===== config.mk =====
export PLATFORM = sky130hd
export DESIGN_NAME = ptc_top
export DESIGN_NICKNAME = d
export VERILOG_FILES = /design/src/verilog/ptc_pkg.sv /design/src/verilog/ptc_top.sv
export SDC_FILE = /design/constraint.sdc
export NUM_CORES = 1
export LEC_CHECK = 0
export ABC_CLOCK_PERIOD_IN_PS = 2900
export BUFFER_PORTS_ARGS = -buffer_cell sky130_fd_sc_hd__clkbuf_2
export CAP_MARGIN = 20
export CORE_ASPECT_RATIO = 1.25
export CORE_MARGIN = 2
export CORE_UTILIZATION = 55
export DETAILED_ROUTE_END_ITERATION = 10
export PLACE_DENSITY = 0.78
export SLEW_MARGIN = 15
export SYNTH_ARGS = -nofsm -noshare
export SYNTH_HDL_FRONTEND = slang
export SYNTH_SLANG_ARGS = --single-unit

===== constraint.sdc =====
create_clock -name clk -period 2.9 [get_ports clk]
set_input_delay 0.29 -clock clk [delete_from_list [all_inputs] [get_ports clk]]
set_output_delay 0.29 -clock clk [all_outputs]
set_load 0.02 [all_outputs]

===== src/verilog/ptc_pkg.sv =====
// Constants for the periodic tick counter: register map, fields, resets, divider table.
// Assumes an 8-bit register port with a 3-bit word address.
package ptc_pkg;
   // -----------------------------------------------------------------
   // Register map
   // -----------------------------------------------------------------
   localparam int            ADDR_W        = 3;
   localparam int            DATA_W        = 8;
   localparam logic [2:0]    ADDR_CTRL     = 3'h0;  // divider_select, source_select
   localparam logic [2:0]    ADDR_COUNT    = 3'h1;  // realtime_count_value, read only
   localparam logic [2:0]    ADDR_LIMIT    = 3'h2;  // match_limit
   localparam logic [2:0]    ADDR_STATUS   = 3'h3;  // match_flag, write one to clear
   localparam logic [2:0]    ADDR_MASK     = 3'h4;  // interrupt enable
   // -----------------------------------------------------------------
   // Fields
   // -----------------------------------------------------------------
   localparam int            DIV_LSB       = 0;     // divider_select in CTRL[3:0]
   localparam int            DIV_W         = 4;
   localparam int            SRC_LSB       = 4;     // source_select in CTRL[5:4]
   localparam int            SRC_W         = 2;
   localparam int            FLAG_BIT      = 0;     // match_flag in STATUS and MASK
   // -----------------------------------------------------------------
   // Reset values and encodings
   // -----------------------------------------------------------------
   localparam logic [7:0]    COUNT_RST     = 8'h00;
   localparam logic [7:0]    LIMIT_RST     = 8'h00;
   localparam logic [3:0]    DIV_OFF       = 4'h0;  // Prescaler off
   localparam logic [1:0]    SRC_LPO       = 2'h0;  // low_power_osc, reset default
   localparam logic [1:0]    SRC_EXT       = 2'h1;  // external_ref_clock
   localparam logic [1:0]    SRC_INT       = 2'h2;  // internal_ref_clock
   localparam logic [3:0]    DEC_FIRST     = 4'h8;  // Codes from here are decimal
   localparam int            PRE_W         = 10;    // Prescaler counter width
   // Terminal counts (divide value minus one), codes 1..7 binary based, 8..15 decimal based
   localparam logic [9:0]    DIV_TABLE [16] = '{
      10'h000, 10'h007, 10'h01f, 10'h03f, 10'h07f, 10'h0ff, 10'h1ff, 10'h3ff,
      10'h000, 10'h001, 10'h004, 10'h009, 10'h013, 10'h031, 10'h063, 10'h3e7};
   // Terminal prescaler count for a divider code (divide value minus one)
   function automatic logic [9:0] ptc_div_term(input logic [3:0] code);
      ptc_div_term = DIV_TABLE[code];
   endfunction
endpackage


===== src/verilog/ptc_top.sv =====
// Periodic tick counter: selectable source, prescaler, 8-bit counter with match limit.
// Assumes clock source inputs and mode inputs are synchronous levels on clk.
//
// The implementer's own choices: the placing of the registers and the strobed register port.
`timescale 1ns/10ps
module ptc_top #(
   parameter int CNT_W = 8                         // Counter width
) (
   input  wire logic                    clk,
   input  wire logic                    nrst,
   input  wire logic [2:0]              addr,       // Register word address
   input  wire logic [7:0]              wdata,      // Write data
   input  wire logic                    wr_en,      // Write strobe
   input  wire logic                    rd_en,      // Read strobe
   output      logic [7:0]              rdata,      // Read data, cycle after rd_en
   input  wire logic                    low_power_osc,      // Source clock level
   input  wire logic                    external_ref_clock, // Source clock level
   input  wire logic                    internal_ref_clock, // Source clock level
   input  wire logic                    wait_mode,  // Processor in wait
   input  wire logic                    stop_shallow, // Processor in shallow stop
   input  wire logic                    stop_deep,  // Processor in deep stop
   input  wire logic                    bdm_active, // Active background debug
   output      logic                    irq,        // Level interrupt
   output      logic                    wakeup      // Wake request in low power
);
   // -----------------------------------------------------------------
   // Declarations
   // -----------------------------------------------------------------
   logic [3:0]       divider_select_reg;   // Prescaler code, 0 is off
   logic [1:0]       source_select_reg;    // Prescaler input choice
   logic [CNT_W-1:0] count_reg;            // realtime_count_value
   logic [CNT_W-1:0] match_limit_reg;      // Compare value
   logic             match_flag_reg;       // Sticky match event
   logic             irq_en_reg;           // Interrupt mask bit
   logic [9:0]       pre_reg;              // Prescaler counter
   logic             tick_reg;             // Prescaler output pulse
   logic [2:0]       src_d_reg;            // Previous source levels
   logic             src_rise;             // Rising edge on selected source
   logic             src_ok;               // Selected source usable now
   logic             running;              // Counting allowed
   logic             sel_clear;            // Clear of prescaler and counter
   logic             match;                // Compare equal on a tick
   logic             wr_ctrl;
   logic             wr_limit;
   logic             wr_status;
   logic [7:0]       rdata_next;

   // Write decodes
   assign wr_ctrl   = wr_en && (addr == ptc_pkg::ADDR_CTRL);
   assign wr_limit  = wr_en && (addr == ptc_pkg::ADDR_LIMIT);
   assign wr_status = wr_en && (addr == ptc_pkg::ADDR_STATUS);

   // -----------------------------------------------------------------
   // Control register
   // -----------------------------------------------------------------
   // Holds divider and source codes; reset leaves prescaler off on the oscillator
   always_ff @(posedge clk or negedge nrst) begin
      if (!nrst) begin
         divider_select_reg <= ptc_pkg::DIV_OFF;
         source_select_reg  <= ptc_pkg::SRC_LPO;
      end else if (wr_ctrl) begin
         divider_select_reg <= wdata[ptc_pkg::DIV_LSB +: ptc_pkg::DIV_W];
         source_select_reg  <= wdata[ptc_pkg::SRC_LSB +: ptc_pkg::SRC_W];
      end
   end

   // Match limit register, reset to zero
   always_ff @(posedge clk or negedge nrst) begin
      if (!nrst) begin
         match_limit_reg <= CNT_W'(ptc_pkg::LIMIT_RST);
      end else if (wr_limit) begin
         match_limit_reg <= CNT_W'(wdata);
      end
   end

   // Interrupt enable mask
   always_ff @(posedge clk or negedge nrst) begin
      if (!nrst) begin
         irq_en_reg <= 1'b0;
      end else if (wr_en && (addr == ptc_pkg::ADDR_MASK)) begin
         irq_en_reg <= wdata[ptc_pkg::FLAG_BIT];
      end
   end

   // Any limit write, or a changed select, restarts the prescaler and counter
   assign sel_clear = wr_limit
                      || (wr_ctrl && (wdata[ptc_pkg::DIV_LSB +: ptc_pkg::DIV_W]
                                      != divider_select_reg))
                      || (wr_ctrl && (wdata[ptc_pkg::SRC_LSB +: ptc_pkg::SRC_W]
                                      != source_select_reg));

   // -----------------------------------------------------------------
   // Source selection
   // -----------------------------------------------------------------
   // Previous levels for edge detection of the three sources
   always_ff @(posedge clk or negedge nrst) begin
      if (!nrst) begin
         src_d_reg <= 3'h0;
      end else begin
         src_d_reg <= {internal_ref_clock, external_ref_clock, low_power_osc};
      end
   end

   // Picks the edge of the chosen source; deep stop keeps only the oscillator
   always_comb begin
      src_rise = 1'b0;
      src_ok   = 1'b1;
      unique case (source_select_reg)
         ptc_pkg::SRC_LPO: src_rise = low_power_osc && !src_d_reg[0];
         ptc_pkg::SRC_EXT: begin
            src_rise = external_ref_clock && !src_d_reg[1];
            src_ok   = !stop_deep;
         end
         ptc_pkg::SRC_INT: begin
            src_rise = internal_ref_clock && !src_d_reg[2];
            src_ok   = !stop_deep;
         end
         default: src_ok = 1'b0;        // Unused code selects no source
      endcase
   end

   // Counts on in wait and stop, except a reference clock in deep stop; debug, prescaler off or an unused source code halts it
   assign running = (divider_select_reg != ptc_pkg::DIV_OFF)
                    && !bdm_active
                    && src_ok;

   // -----------------------------------------------------------------
   // Prescaler
   // -----------------------------------------------------------------
   // Divides source edges by the table value plus one and emits one tick pulse
   always_ff @(posedge clk or negedge nrst) begin
      if (!nrst) begin
         pre_reg  <= 10'h000;
         tick_reg <= 1'b0;
      end else if (sel_clear) begin
         pre_reg  <= 10'h000;
         tick_reg <= 1'b0;
      end else if (running && src_rise) begin
         if (pre_reg >= ptc_pkg::ptc_div_term(divider_select_reg)) begin
            pre_reg  <= 10'h000;
            tick_reg <= 1'b1;
         end else begin
            pre_reg  <= pre_reg + 10'h001;
            tick_reg <= 1'b0;
         end
      end else begin
         tick_reg <= 1'b0;              // Held prescaler value while frozen
      end
   end

   // -----------------------------------------------------------------
   // Counter and compare
   // -----------------------------------------------------------------
   // Compare only on a tick that is still allowed to count
   // A clear in the same cycle drops the pending tick, so no flag either
   assign match = tick_reg && !bdm_active && !sel_clear
                  && (count_reg == match_limit_reg);

   // Up-counter, zeroed on match, on limit writes and on select changes
   always_ff @(posedge clk or negedge nrst) begin
      if (!nrst) begin
         count_reg <= CNT_W'(ptc_pkg::COUNT_RST);
      end else if (sel_clear) begin
         count_reg <= CNT_W'(ptc_pkg::COUNT_RST);
      end else if (match) begin
         count_reg <= CNT_W'(ptc_pkg::COUNT_RST);
      end else if (tick_reg && !bdm_active) begin
         count_reg <= count_reg + CNT_W'(1);
      end
   end

   // Sticky match flag; a new match wins over a clear in the same cycle
   always_ff @(posedge clk or negedge nrst) begin
      if (!nrst) begin
         match_flag_reg <= 1'b0;
      end else if (match) begin
         match_flag_reg <= 1'b1;
      end else if (wr_status && wdata[ptc_pkg::FLAG_BIT]) begin
         match_flag_reg <= 1'b0;
      end
   end

   // -----------------------------------------------------------------
   // Interrupt and wake
   // -----------------------------------------------------------------
   // Level request while flag and enable are set
   assign irq    = match_flag_reg && irq_en_reg;
   // Same request flagged as a wake source in low-power modes
   assign wakeup = irq && (wait_mode || stop_shallow || stop_deep);

   // -----------------------------------------------------------------
   // Read port
   // -----------------------------------------------------------------
   // Read mux; unmapped addresses read zero
   always_comb begin
      rdata_next = 8'h00;
      unique case (addr)
         ptc_pkg::ADDR_CTRL:   rdata_next = {2'h0, source_select_reg, divider_select_reg};
         ptc_pkg::ADDR_COUNT:  rdata_next = 8'(count_reg);
         ptc_pkg::ADDR_LIMIT:  rdata_next = 8'(match_limit_reg);
         ptc_pkg::ADDR_STATUS: rdata_next = {7'h00, match_flag_reg};
         ptc_pkg::ADDR_MASK:   rdata_next = {7'h00, irq_en_reg};
         default:              rdata_next = 8'h00;
      endcase
   end

   // Read data stands only in the cycle after the strobe
   always_ff @(posedge clk or negedge nrst) begin
      if (!nrst) begin
         rdata <= 8'h00;
      end else if (rd_en) begin
         rdata <= rdata_next;
      end else begin
         rdata <= 8'h00;
      end
   end
endmodule // ptc_top


== Yosys cells after proc, flatten, opt, wreduce, memory -nomap -nowiden ==
Memory sizes are Yosys's and may differ from the RTL's.
Index checks and enable logic that the tools add are counted.
Storage, ports and cells
  output and inout bits: 10
  ROM bits: 160
  flip-flop bits (word level): 46
  memories: 1
  logic and storage cells: 77
Operators by class
  $lt $le $gt $ge: 2
  $add $sub $neg: 2
  mux-type cells: 17
  bitwise gates (word level): 1
  reduce and logical (&&, ||, !) cells: 35
  equal/unequal tests: 9
Memories
  (no name shown): depth 16, width 10, rd ports 1, clocked after memory_dff 0, wr ports 0, line ptc_pkg.sv:39  | ptc_div_term = DIV_TABLE[code];
Operators with widths (number)
  10-bit 2-to-1 mux: 5
  8-bit case mux with 5 select lines: 1
  8-bit 2-to-1 mux: 4
  1-bit logical AND: 18
  10-bit by 1-bit adder with 10-bit output (second input constant): 1
  10-bit greater-or-equal comparator: 1
  8-bit by 1-bit adder with 8-bit output (second input constant): 1
  8-bit equality test: 1
  3-bit by 2-bit equality test with 1-bit output (second input constant): 2
  1-bit zero test: 6
  5-bit greater-or-equal comparator (second input constant): 1
  1-bit 2-to-1 mux: 5
  4-bit NOT with 5-bit output: 1
  1-bit logical OR: 4
  4-bit != test: 1
  2-bit nonzero test: 2
  4-bit nonzero test: 1
  3-bit by 1-bit equality test with 1-bit output (second input constant): 1
  3-bit equality test (second input constant): 1
  3-bit zero test: 1
  1-bit case mux with 3 select lines: 1
  3-bit nonzero test: 1
  2-bit by 1-bit equality test with 1-bit output (second input constant): 1
  2-bit equality test (second input constant): 1
  other kinds (4): 4

== Longest topological paths before layout ==
Gate-level depths: netlist of run 1.
  word-level depth: 10
  depth in mapped cells: 11
  depth with buffers taken out: 10

== Least setup slack after synthesis of run 1 ==
Ideal clock, no wire load.
  path type: register -> register
  start point: register divider_select_reg[1]
  end point: register tick_reg
  path slack: 678 ps
  arrival: 2149 ps
  stages on the path, launching flop included: 10
  path buffers: 1
  data required time: 2827 ps
  path through: dfrtp_1 -> clkbuf_1 -> nand2_1 -> a21o_1 -> ha_1 -> and2_1 -> nand2_1 -> o32a_1 -> a21oi_2 -> nor2b_1
On the way
  cells in the longest elaborated chain, start to end: 8
  elaborated cells between the ends (all ways): 16
  those cells by class: 1 x order compare; 1 x eq/ne; 5 x mux; 1 x bitwise; 7 x reduce/logical; 1 x memory
RTL lines
  from (decl): line ptc_top.sv:29  | logic [3:0] divider_select_reg;
  from (signal assigned): line ptc_top.sv:59  | divider_select_reg <= ptc_pkg::DIV_OFF;
  from (signal assigned): line ptc_top.sv:62  | divider_select_reg <= wdata[ptc_pkg::DIV_LSB +: ptc_pkg::DIV_W];
  4-bit NOT with 5-bit output (implied by the code): line ptc_pkg.sv:39
  memory 16 x 10 bit
  10-bit 2-to-1 mux (implied by the code) (2 in a row): line ptc_pkg.sv:39
  10-bit greater-or-equal comparator: line ptc_top.sv:139  | if (pre_reg >= ptc_pkg::ptc_div_term(divider_select_reg)) begin
  1-bit 2-to-1 mux: line ptc_top.sv:139
  1-bit 2-to-1 mux: line ptc_top.sv:138  | end else if (running && src_rise) begin
  1-bit 2-to-1 mux *: line ptc_top.sv:135  | end else if (sel_clear) begin
  to (signal assigned): line ptc_top.sv:134  | tick_reg <= 1'b0;
  to (signal assigned): line ptc_top.sv:137  | tick_reg <= 1'b0;
  to (signal assigned): line ptc_top.sv:141  | tick_reg <= 1'b1;
  to (decl): line ptc_top.sv:36  | logic tick_reg;
Every way passes the cells marked *; elsewhere a longest branch is shown, timed or not. The select of a mux whose other input is x is not followed.
A chain may end at the register's enable or synchronous reset.

== Final worst setup path of run 1 ==
  start point: register divider_select_reg[0]
  end point: register tick_reg
Same word-level chain as after synthesis.

==> impl_metrics.json, run 1 <==
{
  "rr_worst_depth": 9,
  "overflow": 0,
  "final.setup.tns_ns": 0,
  "arrival_ns": 2.74,
  "dp_cells": 373,
  "clkLatencyLatePin_ns": 0.30,
  "vias": 2261,
  "synthesis.nets": 330,
  "gp_congestion": 0.914,
  "worstReg2RegStart": "divider_select_reg[0]",
  "drive_gt1_share_pct": 17.7,
  "chipWidth_um": 67.5,
  "path_delay_family": "compound AO/OA/AOI/OAI gates",
  "core_um2": 4800,
  "max_slew.worst_pin.slew_ns": 0.707,
  "h-tree-depth": 2,
  "grt_util_met3_pct": 3.12,
  "yosysWarnings": 0,
  "start_util_pct": 57.8,
  "largest_reg_flops": 10,
  "cts_tree": "yes",
  "min_period_ns": 2.51,
  "clockBufferDepth": 2,
  "hp-start": "internal_ref_clock",
  "path_class": "reg -> reg",
  "rows": 28,
  "clk_pin_slew_ns": 0.08,
  "status": "finished clean",
  "finalCritPeriodShare_pct": 86.5,
  "ant_nets": 0,
  "track_usage_pct": 24.5,
  "grt_pass1_vias": 2195,
  "synth_area_leaders": "dfrtp_1 42%, ha_1 7.2%, mux2_2 4.1%",
  "synth_ff_type": "dfrtp_1",
  "post-dp-hpwl_um": 4610,
  "finalInstanceArea_um2": 3060,
  "max_freq_mhz": 399,
  "ys_ff_latch": 46,
  "ir_drop_uv": 372,
  "crit_start": "divider_select_reg[0]",
  "wl_um": 6140,
  "synthArstFlopShare_pct": 100,
  "grt.met1_usage_pct": 32.8,
  "synth_top_area_share_pct": 41.5,
  "slew_viol_final": 0,
  "maxCapViolCount": 0,
  "grt_pass1_wl_um": 10600,
  "p_leak_nw": 1.38,
  "synth_area_leader_cell": "dfrtp_1",
  "crit_top_cell": "o21ai_0",
  "netlist_area_um2": 2770,
  "antenna_found_initial": 0,
  "synth.avg_cell_area_um2": 9.50,
  "path_cells": "inv_1 > o21ai_0 > o21ai_0 > ha_1 > and3_1 > a31oi_1 > o32a_1 > a21oi_2 > nor2b_1",
  "grt_setup_unrepaired": "false",
  "start_kind": "flop",
  "cts_buffers": 5,
  "cts_root_buf": "clkbuf_8",
  "power.density_nw_per_um2": 509,
  "nFillCells": 420,
  "final_core_util_pct": 63.7,
  "synth_cell_types": 48,
  "path_depth": 9,
  "postCtsSetupRepairBufs": 0,
  "nets": 359,
  "die_h_um": 83.4,
  "use_met2_pct": 39.3,
  "slowest_delay_ns": 0.53,
  "grt_max_degree": 25,
  "post_cts_resized": 0,
  "slew_headroom_pct": 52.7,
  "hold_viol_final": 0,
  "boundaryPins": 32,
  "drtIter0Drc": 217,
  "min_path_type": "in -> reg",
  "crit_required_ns": 3.13,
  "critPathMaxFanout": 9,
  "synth-edff-count": 0,
  "fin_cells": 382,
  "placed_area_um2": 2960,
  "routedWlPerCell_um": 16.1,
  "hold_depth": 1,
  "cts.sinks": 46,
  "via_per_inst": 5.92,
  "numPortBuffers": 31,
  "setup_viol": 0,
  "ys_seq_area_share_pct": 41.5,
  "syn_inst": 292,
  "drc": 0,
  "critPathCaptureType": "flop",
  "path_buf_inv": 1,
  "grt.busiest_layer": "met2",
  "first_pass_iters": 5,
  "cp_slowest_cell": "dfrtp_1",
  "fin_skew_ns": 0.00467,
  "antenna_cells": 0,
  "dieArea_um2": 5630,
  "syn_to_final_growth_pct": 10.3
}
cells in the final DEF, fill, tap and decap left out, types with 7 or more instances in the layout:
cell type   n
nand2_1    30
ha_1       16
dfrtp_1    46
xnor2_1    10
clkbuf_2   31
nor2_1     20
o21ai_0    12
a21oi_1    20
mux2_2     10
nand2b_1    8
nand3_1     9
inv_1       8
nor3_1     13
xor2_1     11
mux2i_1     7
layer usage:
metal	share of wire (%)	up-vias
met5	0	-
met4	2.4	0
met3	3.2	14
met2	53	61
met1	41	1082
li1	-	1104
cell usage after synthesis (all sizes together) (3+ instances only):
cell type	number
a21oi	21
and2	6
nand2b	8
and3	4
o21ai	12
xor2	11
nand4	5
xnor2	10
or2	3
inv	8
nor3	13
dfrtp	46
nor2b	4
nand2	30
nor2	20
clkbuf	6
buf	6
mux2i	7
nand3	9
o32ai	4
mux2	10
nor4	3
nand3b	4
ha	16
kinds of logic after synthesis:
| family | after synthesis | share of synthesized area (%) |
|---|---|---|
| simple gates | 114 | 21.0 |
| compound gates | 58 | 13.8 |
| flops | 46 | 41.5 |
| xor+xnor | 21 | 6.63 |
| buf+inv | 20 | 3.25 |
| mux | 17 | 6.59 |
| fa+ha+maj | 16 | 7.22 |
where the power goes:
part           internal (W)  switching [W]
combinational      0.000167       0.000201
clock              0.000193       0.000210
sequential         0.000700      0.0000867
total               0.00106       0.000498
layout make-up:
type	instances	area (um2)	share of cell area (%)
clock buffers	7	86.3	2.82
clock inverters	1	5.00	0.164
inverters	8	30.0	0.982
multi-input cells	226	1530	50.1
flip-flops and latches	46	1150	37.6
well taps	60	75.1	2.45
repair buffers	34	180	5.89
timing repair:
action / CTS / global route
hold buffers: 1 / 0
hold endpoints to repair: 22 / 0
setup endpoints to repair: 0 / 0
final timing paths:
kind	end	slack, ns
min	src_d_reg[2]	0.11
max	tick_reg	0.39
min in group asynchronous	match_limit_reg[4]	0.52
max in group asynchronous	count_reg[1]	1.65
max reg2reg	tick_reg	0.39
min reg2reg	irq_en_reg	0.54
metrics by stage:
step           worst slack, ns  hold WS, ns  power, W
4_1_cts                  0.384        0.107   0.00157
3_5_place_dp             0.419        0.314   0.00117
6_report                 0.392        0.112   0.00156
3_3_place_gp             0.475        0.300   0.00115
2_1_floorplan            0.678     -0.00559   0.00106
5_1_grt                  0.184        0.108   0.00167
No activity file was read; power rests on OpenSTA's default activity.
==> inputs of run 2 (changes only) <==
--- a/config.mk
+++ b/config.mk
@@ -7,12 +7,13 @@
 export LEC_CHECK = 0
 export ABC_CLOCK_PERIOD_IN_PS = 2900
 export BUFFER_PORTS_ARGS = -buffer_cell sky130_fd_sc_hd__clkbuf_2
-export CAP_MARGIN = 20
+export CAP_MARGIN = 0
 export CORE_ASPECT_RATIO = 1.25
 export CORE_MARGIN = 2
-export CORE_UTILIZATION = 55
+export CORE_UTILIZATION = 44
 export DETAILED_ROUTE_END_ITERATION = 10
-export PLACE_DENSITY = 0.78
+export PLACE_DENSITY = 0.65
+export REMOVE_ABC_BUFFERS = 1
 export SLEW_MARGIN = 15
 export SYNTH_ARGS = -nofsm -noshare
 export SYNTH_HDL_FRONTEND = slang
==> impl_metrics.json, run 2 (synthesis gave the netlist of run 1 again) <==
{
  "numPortBuffers": 31,
  "chipWidth_um": 75,
  "h-tree-depth": 2,
  "hold_ws_ns": 0.115,
  "rrSetupSlack_ns": 0.38,
  "final.setup.tns_ns": 0,
  "grt_pass1_wl_um": 10400,
  "path_cells": "inv_1 > o21ai_0 > o21ai_0 > ha_1 > and3_1 > a31oi_1 > o32a_1 > a21oi_2 > nor2b_1",
  "dp_cells": 401,
  "clkLatencyLatePin_ns": 0.30,
  "final_cell_mix": "46 x dfrtp_1, 31 x clkbuf_2, 30 x nand2_1",
  "fin_skew_ns": 0.00934,
  "post-dp-hpwl_um": 4660,
  "min_path_type": "in -> reg",
  "slowest_delay_ns": 0.53,
  "nFillCells": 579,
  "path_class": "reg -> reg",
  "core_um2": 6130,
  "ant_nets": 0,
  "finalCritPeriodShare_pct": 86.7,
  "clk_pin_slew_ns": 0.09,
  "vias": 2247,
  "first_pass_iters": 4,
  "crit_start": "divider_select_reg[0]",
  "cp_slowest_cell": "dfrtp_1",
  "cts_buffers": 5,
  "start_util_pct": 45.3,
  "rr_worst_depth": 9,
  "gp_congestion": 0.847,
  "hold_viol_final": 0,
  "max_slew.worst_pin.slew_ns": 0.759,
  "grt_setup_unrepaired": "false",
  "largest_reg_flops": 10,
  "via_per_inst": 5.49,
  "grt.met1_usage_pct": 23.7,
  "nets": 362,
  "critPathCaptureType": "flop",
  "worstReg2RegStart": "divider_select_reg[0]",
  "antenna_found_initial": 0,
  "p_leak_nw": 1.41,
  "fin_cells": 409,
  "crit_top_cell": "o21ai_0",
  "grt_max_degree": 26,
  "wl_um": 6180,
  "drive_gt1_share_pct": 18.5,
  "setup_viol": 0,
  "grt_util_met3_pct": 3.05,
  "status": "finished clean",
  "critPathMaxFanout": 9,
  "hp-start": "internal_ref_clock",
  "rows": 32,
  "dieArea_um2": 6960,
  "routedWlPerCell_um": 15.1,
  "track_usage_pct": 19.4,
  "start_kind": "flop",
  "cts_tree": "yes",
  "die_h_um": 92.8,
  "crit_required_ns": 3.13,
  "clockBufferDepth": 2,
  "grt_pass1_vias": 2200,
  "boundaryPins": 32,
  "cts_root_buf": "clkbuf_8",
  "mostFrequentLayoutCell": "dfrtp_1",
  "slew_viol_final": 0,
  "power.density_nw_per_um2": 524,
  "hold_end": "src_d_reg[2]",
  "cts.sinks": 46,
  "arrival_ns": 2.74,
  "use_met2_pct": 33.3,
  "maxCapViolCount": 0,
  "slew_headroom_pct": 49.2,
  "hold_depth": 1,
  "ir_drop_uv": 212,
  "grt.busiest_layer": "met2",
  "min_period_ns": 2.52,
  "overflow": 0,
  "worstReg2RegEnd": "tick_reg",
  "syn_to_final_growth_pct": 13.0,
  "drc": 0,
  "antenna_cells": 0,
  "drtIter0Drc": 65,
  "max_freq_mhz": 398,
  "post_cts_resized": 0
}
-- run 2: cell types whose count changed in the layout (fill, tap and decap cells not counted), sizes merged --
cell	before	now
buf	2	5
bufinv	0	1
clkbuf	38	37
clkinv	1	0
-- run 2: critical path, delay by kind of cell (launching register included) --
kind / cells / cell delay, ns
flip-flops: 1 / 0.53
adder cells (fa/ha/maj): 1 / 0.32
buffers and inverters: 1 / 0.15
AO/OA/AOI/OAI: 5 / 1.10
AND/OR/NAND/NOR: 2 / 0.34
-- run 2: how the worst max path moves through the flow --
stage,end,cells after the start
after global routing,tick_reg,9
after detailed placement,tick_reg,9
after CTS,tick_reg,9
after global placement,tick_reg,9
after floorplan,pre_reg[9],7
final,tick_reg,9
-- run 2: power by group --
part / internal [W] / switching, W
logic: 0.000167 / 0.000197
clock network: 0.000276 / 0.000213
registers: 0.000700 / 0.0000899
total: 0.00114 / 0.000500
-- run 2: area by class of cell --
type	count	area, um2	share of cell area, %
Tap cell	85	106	3.39
Clock buffer	6	82.6	2.63
Multi-Input combinational cell	226	1530	48.9
Inverter	8	30.0	0.958
Clock inverter	1	30.0	0.958
Sequential cell	46	1150	36.7
Timing Repair Buffer	37	203	6.47
-- run 2: routing by layer --
metal | wire length [um] | part of all wire, %
met5 | 0 | 0
met4 | 142 | 2.3
met3 | 167 | 2.7
met2 | 3170 | 51
met1 | 2710 | 44
-- run 2: through the flow --
step	worst slack (ns)	total power [W]	util [%]	instance area [um2]
4_1_cts	0.413	0.00166	51.2	3130
3_3_place_gp	0.494	0.00116	49.2	3010
3_5_place_dp	0.440	0.00117	49.2	3010
6_report	0.384	0.00164	51.2	3130
5_1_grt	0.162	0.00175	51.2	3130
2_1_floorplan	0.754	0.00104	-	2710
-- run 2: timing repair --
item,CTS,global route
setup buffers,0,0
hold buffers,1,0
setup endpoints to repair,0,0
hold endpoints to repair,21,0
==> inputs of run 3 (changes only) <==
--- a/config.mk
+++ b/config.mk
@@ -5,6 +5,7 @@
 export SDC_FILE = /design/constraint.sdc
 export NUM_CORES = 1
 export LEC_CHECK = 0
+export ABC_AREA = 1
 export ABC_CLOCK_PERIOD_IN_PS = 2900
 export BUFFER_PORTS_ARGS = -buffer_cell sky130_fd_sc_hd__clkbuf_2
 export CAP_MARGIN = 0
==> impl_metrics.json, run 3 <==
{
  "status": "finished clean",
  "fin_cells": 493,
  "dp_cells": 485,
  "hold_depth": 1,
  "finalCritPeriodShare_pct": 75.2,
  "worstReg2RegStart": "divider_select_reg[0]",
  "via_per_inst": 5.05,
  "ant_nets": 0,
  "cts_root_buf": "clkbuf_8",
  "numPortBuffers": 31,
  "path_delay_family": "simple AND/OR/NAND/NOR gates",
  "grt_util_met3_pct": 2.68,
  "setup_viol": 0,
  "antenna_cells": 0,
  "crit_required_ns": 3.14,
  "p_leak_nw": 1.75,
  "drive_gt1_share_pct": 15.5,
  "clk_pin_slew_ns": 0.08,
  "nets": 444,
  "syn_inst": 372,
  "slew_headroom_pct": 63.8,
  "dieArea_um2": 7240,
  "min_period_ns": 2.18,
  "nFillCells": 683,
  "path_cells": "inv_1 > nand2_1 > o21ai_0 > ha_1 > a21oi_1 > nand2_1 > nand2_1 > nand3_1 > nor2_1 > nand3_1 > nand2_1",
  "arrival_ns": 2.42,
  "rr_worst_depth": 11,
  "syn_to_final_growth_pct": 12.4,
  "start_util_pct": 44.6,
  "rows": 33,
  "core_um2": 6480,
  "cts_tree": "yes",
  "synth_commonest_cells": "93 x nand2_1, 46 x dfrtp_1, 39 x inv_1, 39 x nand3_1, 31 x nor2_1",
  "cp_slowest_cell": "dfrtp_1",
  "synth_most_common_cell": "nand2_1",
  "max_freq_mhz": 458,
  "critPathCaptureType": "flop",
  "rrSetupSlack_ns": 0.72,
  "vias": 2491,
  "synth_top_area_share_pct": 39.8,
  "ys_ff_latch": 46,
  "boundaryPins": 32,
  "hold_end": "src_d_reg[1]",
  "fin_skew_ns": 0.00473,
  "clkLatencyLatePin_ns": 0.30,
  "yosysWarnings": 0,
  "grt_max_degree": 34,
  "path_buf_inv": 1,
  "grt_pass1_wl_um": 11400,
  "final.setup.tns_ns": 0,
  "worstReg2RegEnd": "pre_reg[1]",
  "hold_ws_ns": 0.106,
  "first_pass_iters": 4,
  "critPathMaxFanout": 10,
  "netlist_area_um2": 2890,
  "clockBufferDepth": 2,
  "cts_buffers": 5,
  "routedWlPerCell_um": 13.3,
  "grt_setup_unrepaired": "false",
  "grt.busiest_layer": "met2",
  "start_kind": "flop",
  "maxCapViolCount": 0,
  "ir_drop_uv": 212,
  "overflow": 0,
  "cts.sinks": 46,
  "min_path_type": "in -> reg",
  "slew_viol_final": 0,
  "crit_top_cell": "nand2_1",
  "grt_pass1_vias": 2492,
  "largest_reg_flops": 10,
  "wl_um": 6570,
  "synth_ff_type": "dfrtp_1",
  "synth_area_leaders": "dfrtp_1 40%, nand2_1 12%, ha_1 6.9%",
  "hold_viol_final": 0,
  "synth_cell_types": 37,
  "path_class": "reg -> reg",
  "die_h_um": 94.7,
  "ys_seq_area_share_pct": 39.8,
  "synth_area_leader_cell": "dfrtp_1",
  "final_cell_mix": "93 x nand2_1, 46 x dfrtp_1, 39 x inv_1, 39 x nand3_1",
  "h-tree-depth": 2,
  "antenna_found_initial": 0,
  "grt.met1_usage_pct": 22.9,
  "synth-edff-count": 0,
  "max_slew.worst_pin.slew_ns": 0.543,
  "slowest_delay_ns": 0.44,
  "use_met2_pct": 37.0,
  "drc": 0,
  "track_usage_pct": 19.7,
  "post-dp-hpwl_um": 5090,
  "hp-start": "external_ref_clock",
  "synth.avg_cell_area_um2": 7.78,
  "chipWidth_um": 76.5,
  "synthArstFlopShare_pct": 100,
  "mostFrequentLayoutCell": "nand2_1",
  "gp_congestion": 0.871,
  "power.density_nw_per_um2": 503,
  "drtIter0Drc": 61
}
==> run 3: changes by cell type after synthesis, moves of 9 or more <==
cell,before,now
nand2_1,30,93
inv_1,8,39
nand3_1,9,39
a21oi_1,20,9
nor2_1,20,31
o21ai_0,12,23
nor3_1,13,4
==> run 3: layer usage <==
metal	vias to the layer above	part of all wire, %
li1	1268	-
met1	1172	42
met2	36	52
met3	15	2.4
met4	0	2.8
met5	-	0
==> run 3: power by group <==
part | switching, W | internal [W]
registers | 0.0000658 | 0.000699
clock network | 0.000211 | 0.000276
logic | 0.000244 | 0.000138
==> run 3: through the flow <==
step	setup slack (ns)	cell area, um2	power (W)	util, %
after global placement	0.809	3130	0.00115	48.3
after floorplan	1.05	2860	0.00103	-
after global routing	0.403	3250	0.00175	50.1
final	0.718	3250	0.00163	50.1
after detailed placement	0.726	3130	0.00116	48.3
after CTS	0.704	3250	0.00165	50.1
==> run 3: cell type report <==
class | instances | area [um2] | area share (%)
clock buffer | 6 | 82.6 | 2.54
clock inverter | 1 | 30.0 | 0.924
inverter | 46 | 175 | 5.39
multi-input combinational | 274 | 1530 | 47.1
sequential | 46 | 1150 | 35.4
tap | 87 | 109 | 3.35
timing repair buffer | 33 | 173 | 5.31
==> run 3: repair_timing <==
item / 4_1_cts / 5_1_grt
hold buffers: 1 / 0
resized for setup: 0 / 0
endpoints found under the hold margin: 13 / 0
setup buffers: 0 / 0
==> run 3: cells by family after synthesis <==
family / share of synthesized area, %
buffers and inverters: 7.31
muxes: 1.17
DFF: 39.8
adders and majority gates: 6.92
and+or+nand+nor: 29.3
AOI/OAI and AO/OA: 9.17
xor gates and xnor gates: 6.36
==> run 3: how the worst max path moves through the flow <==
stage | start | end | slack [ns] | cells after the start
floorplan | divider_select_reg[2] | pre_reg[0] | 1.05 | 13
global placement | divider_select_reg[2] | pre_reg[1] | 0.81 | 13
detailed placement | divider_select_reg[0] | pre_reg[1] | 0.73 | 11
CTS | divider_select_reg[0] | pre_reg[1] | 0.70 | 11
global route | divider_select_reg[0] | pre_reg[0] | 0.40 | 10
finish | divider_select_reg[0] | pre_reg[1] | 0.72 | 11
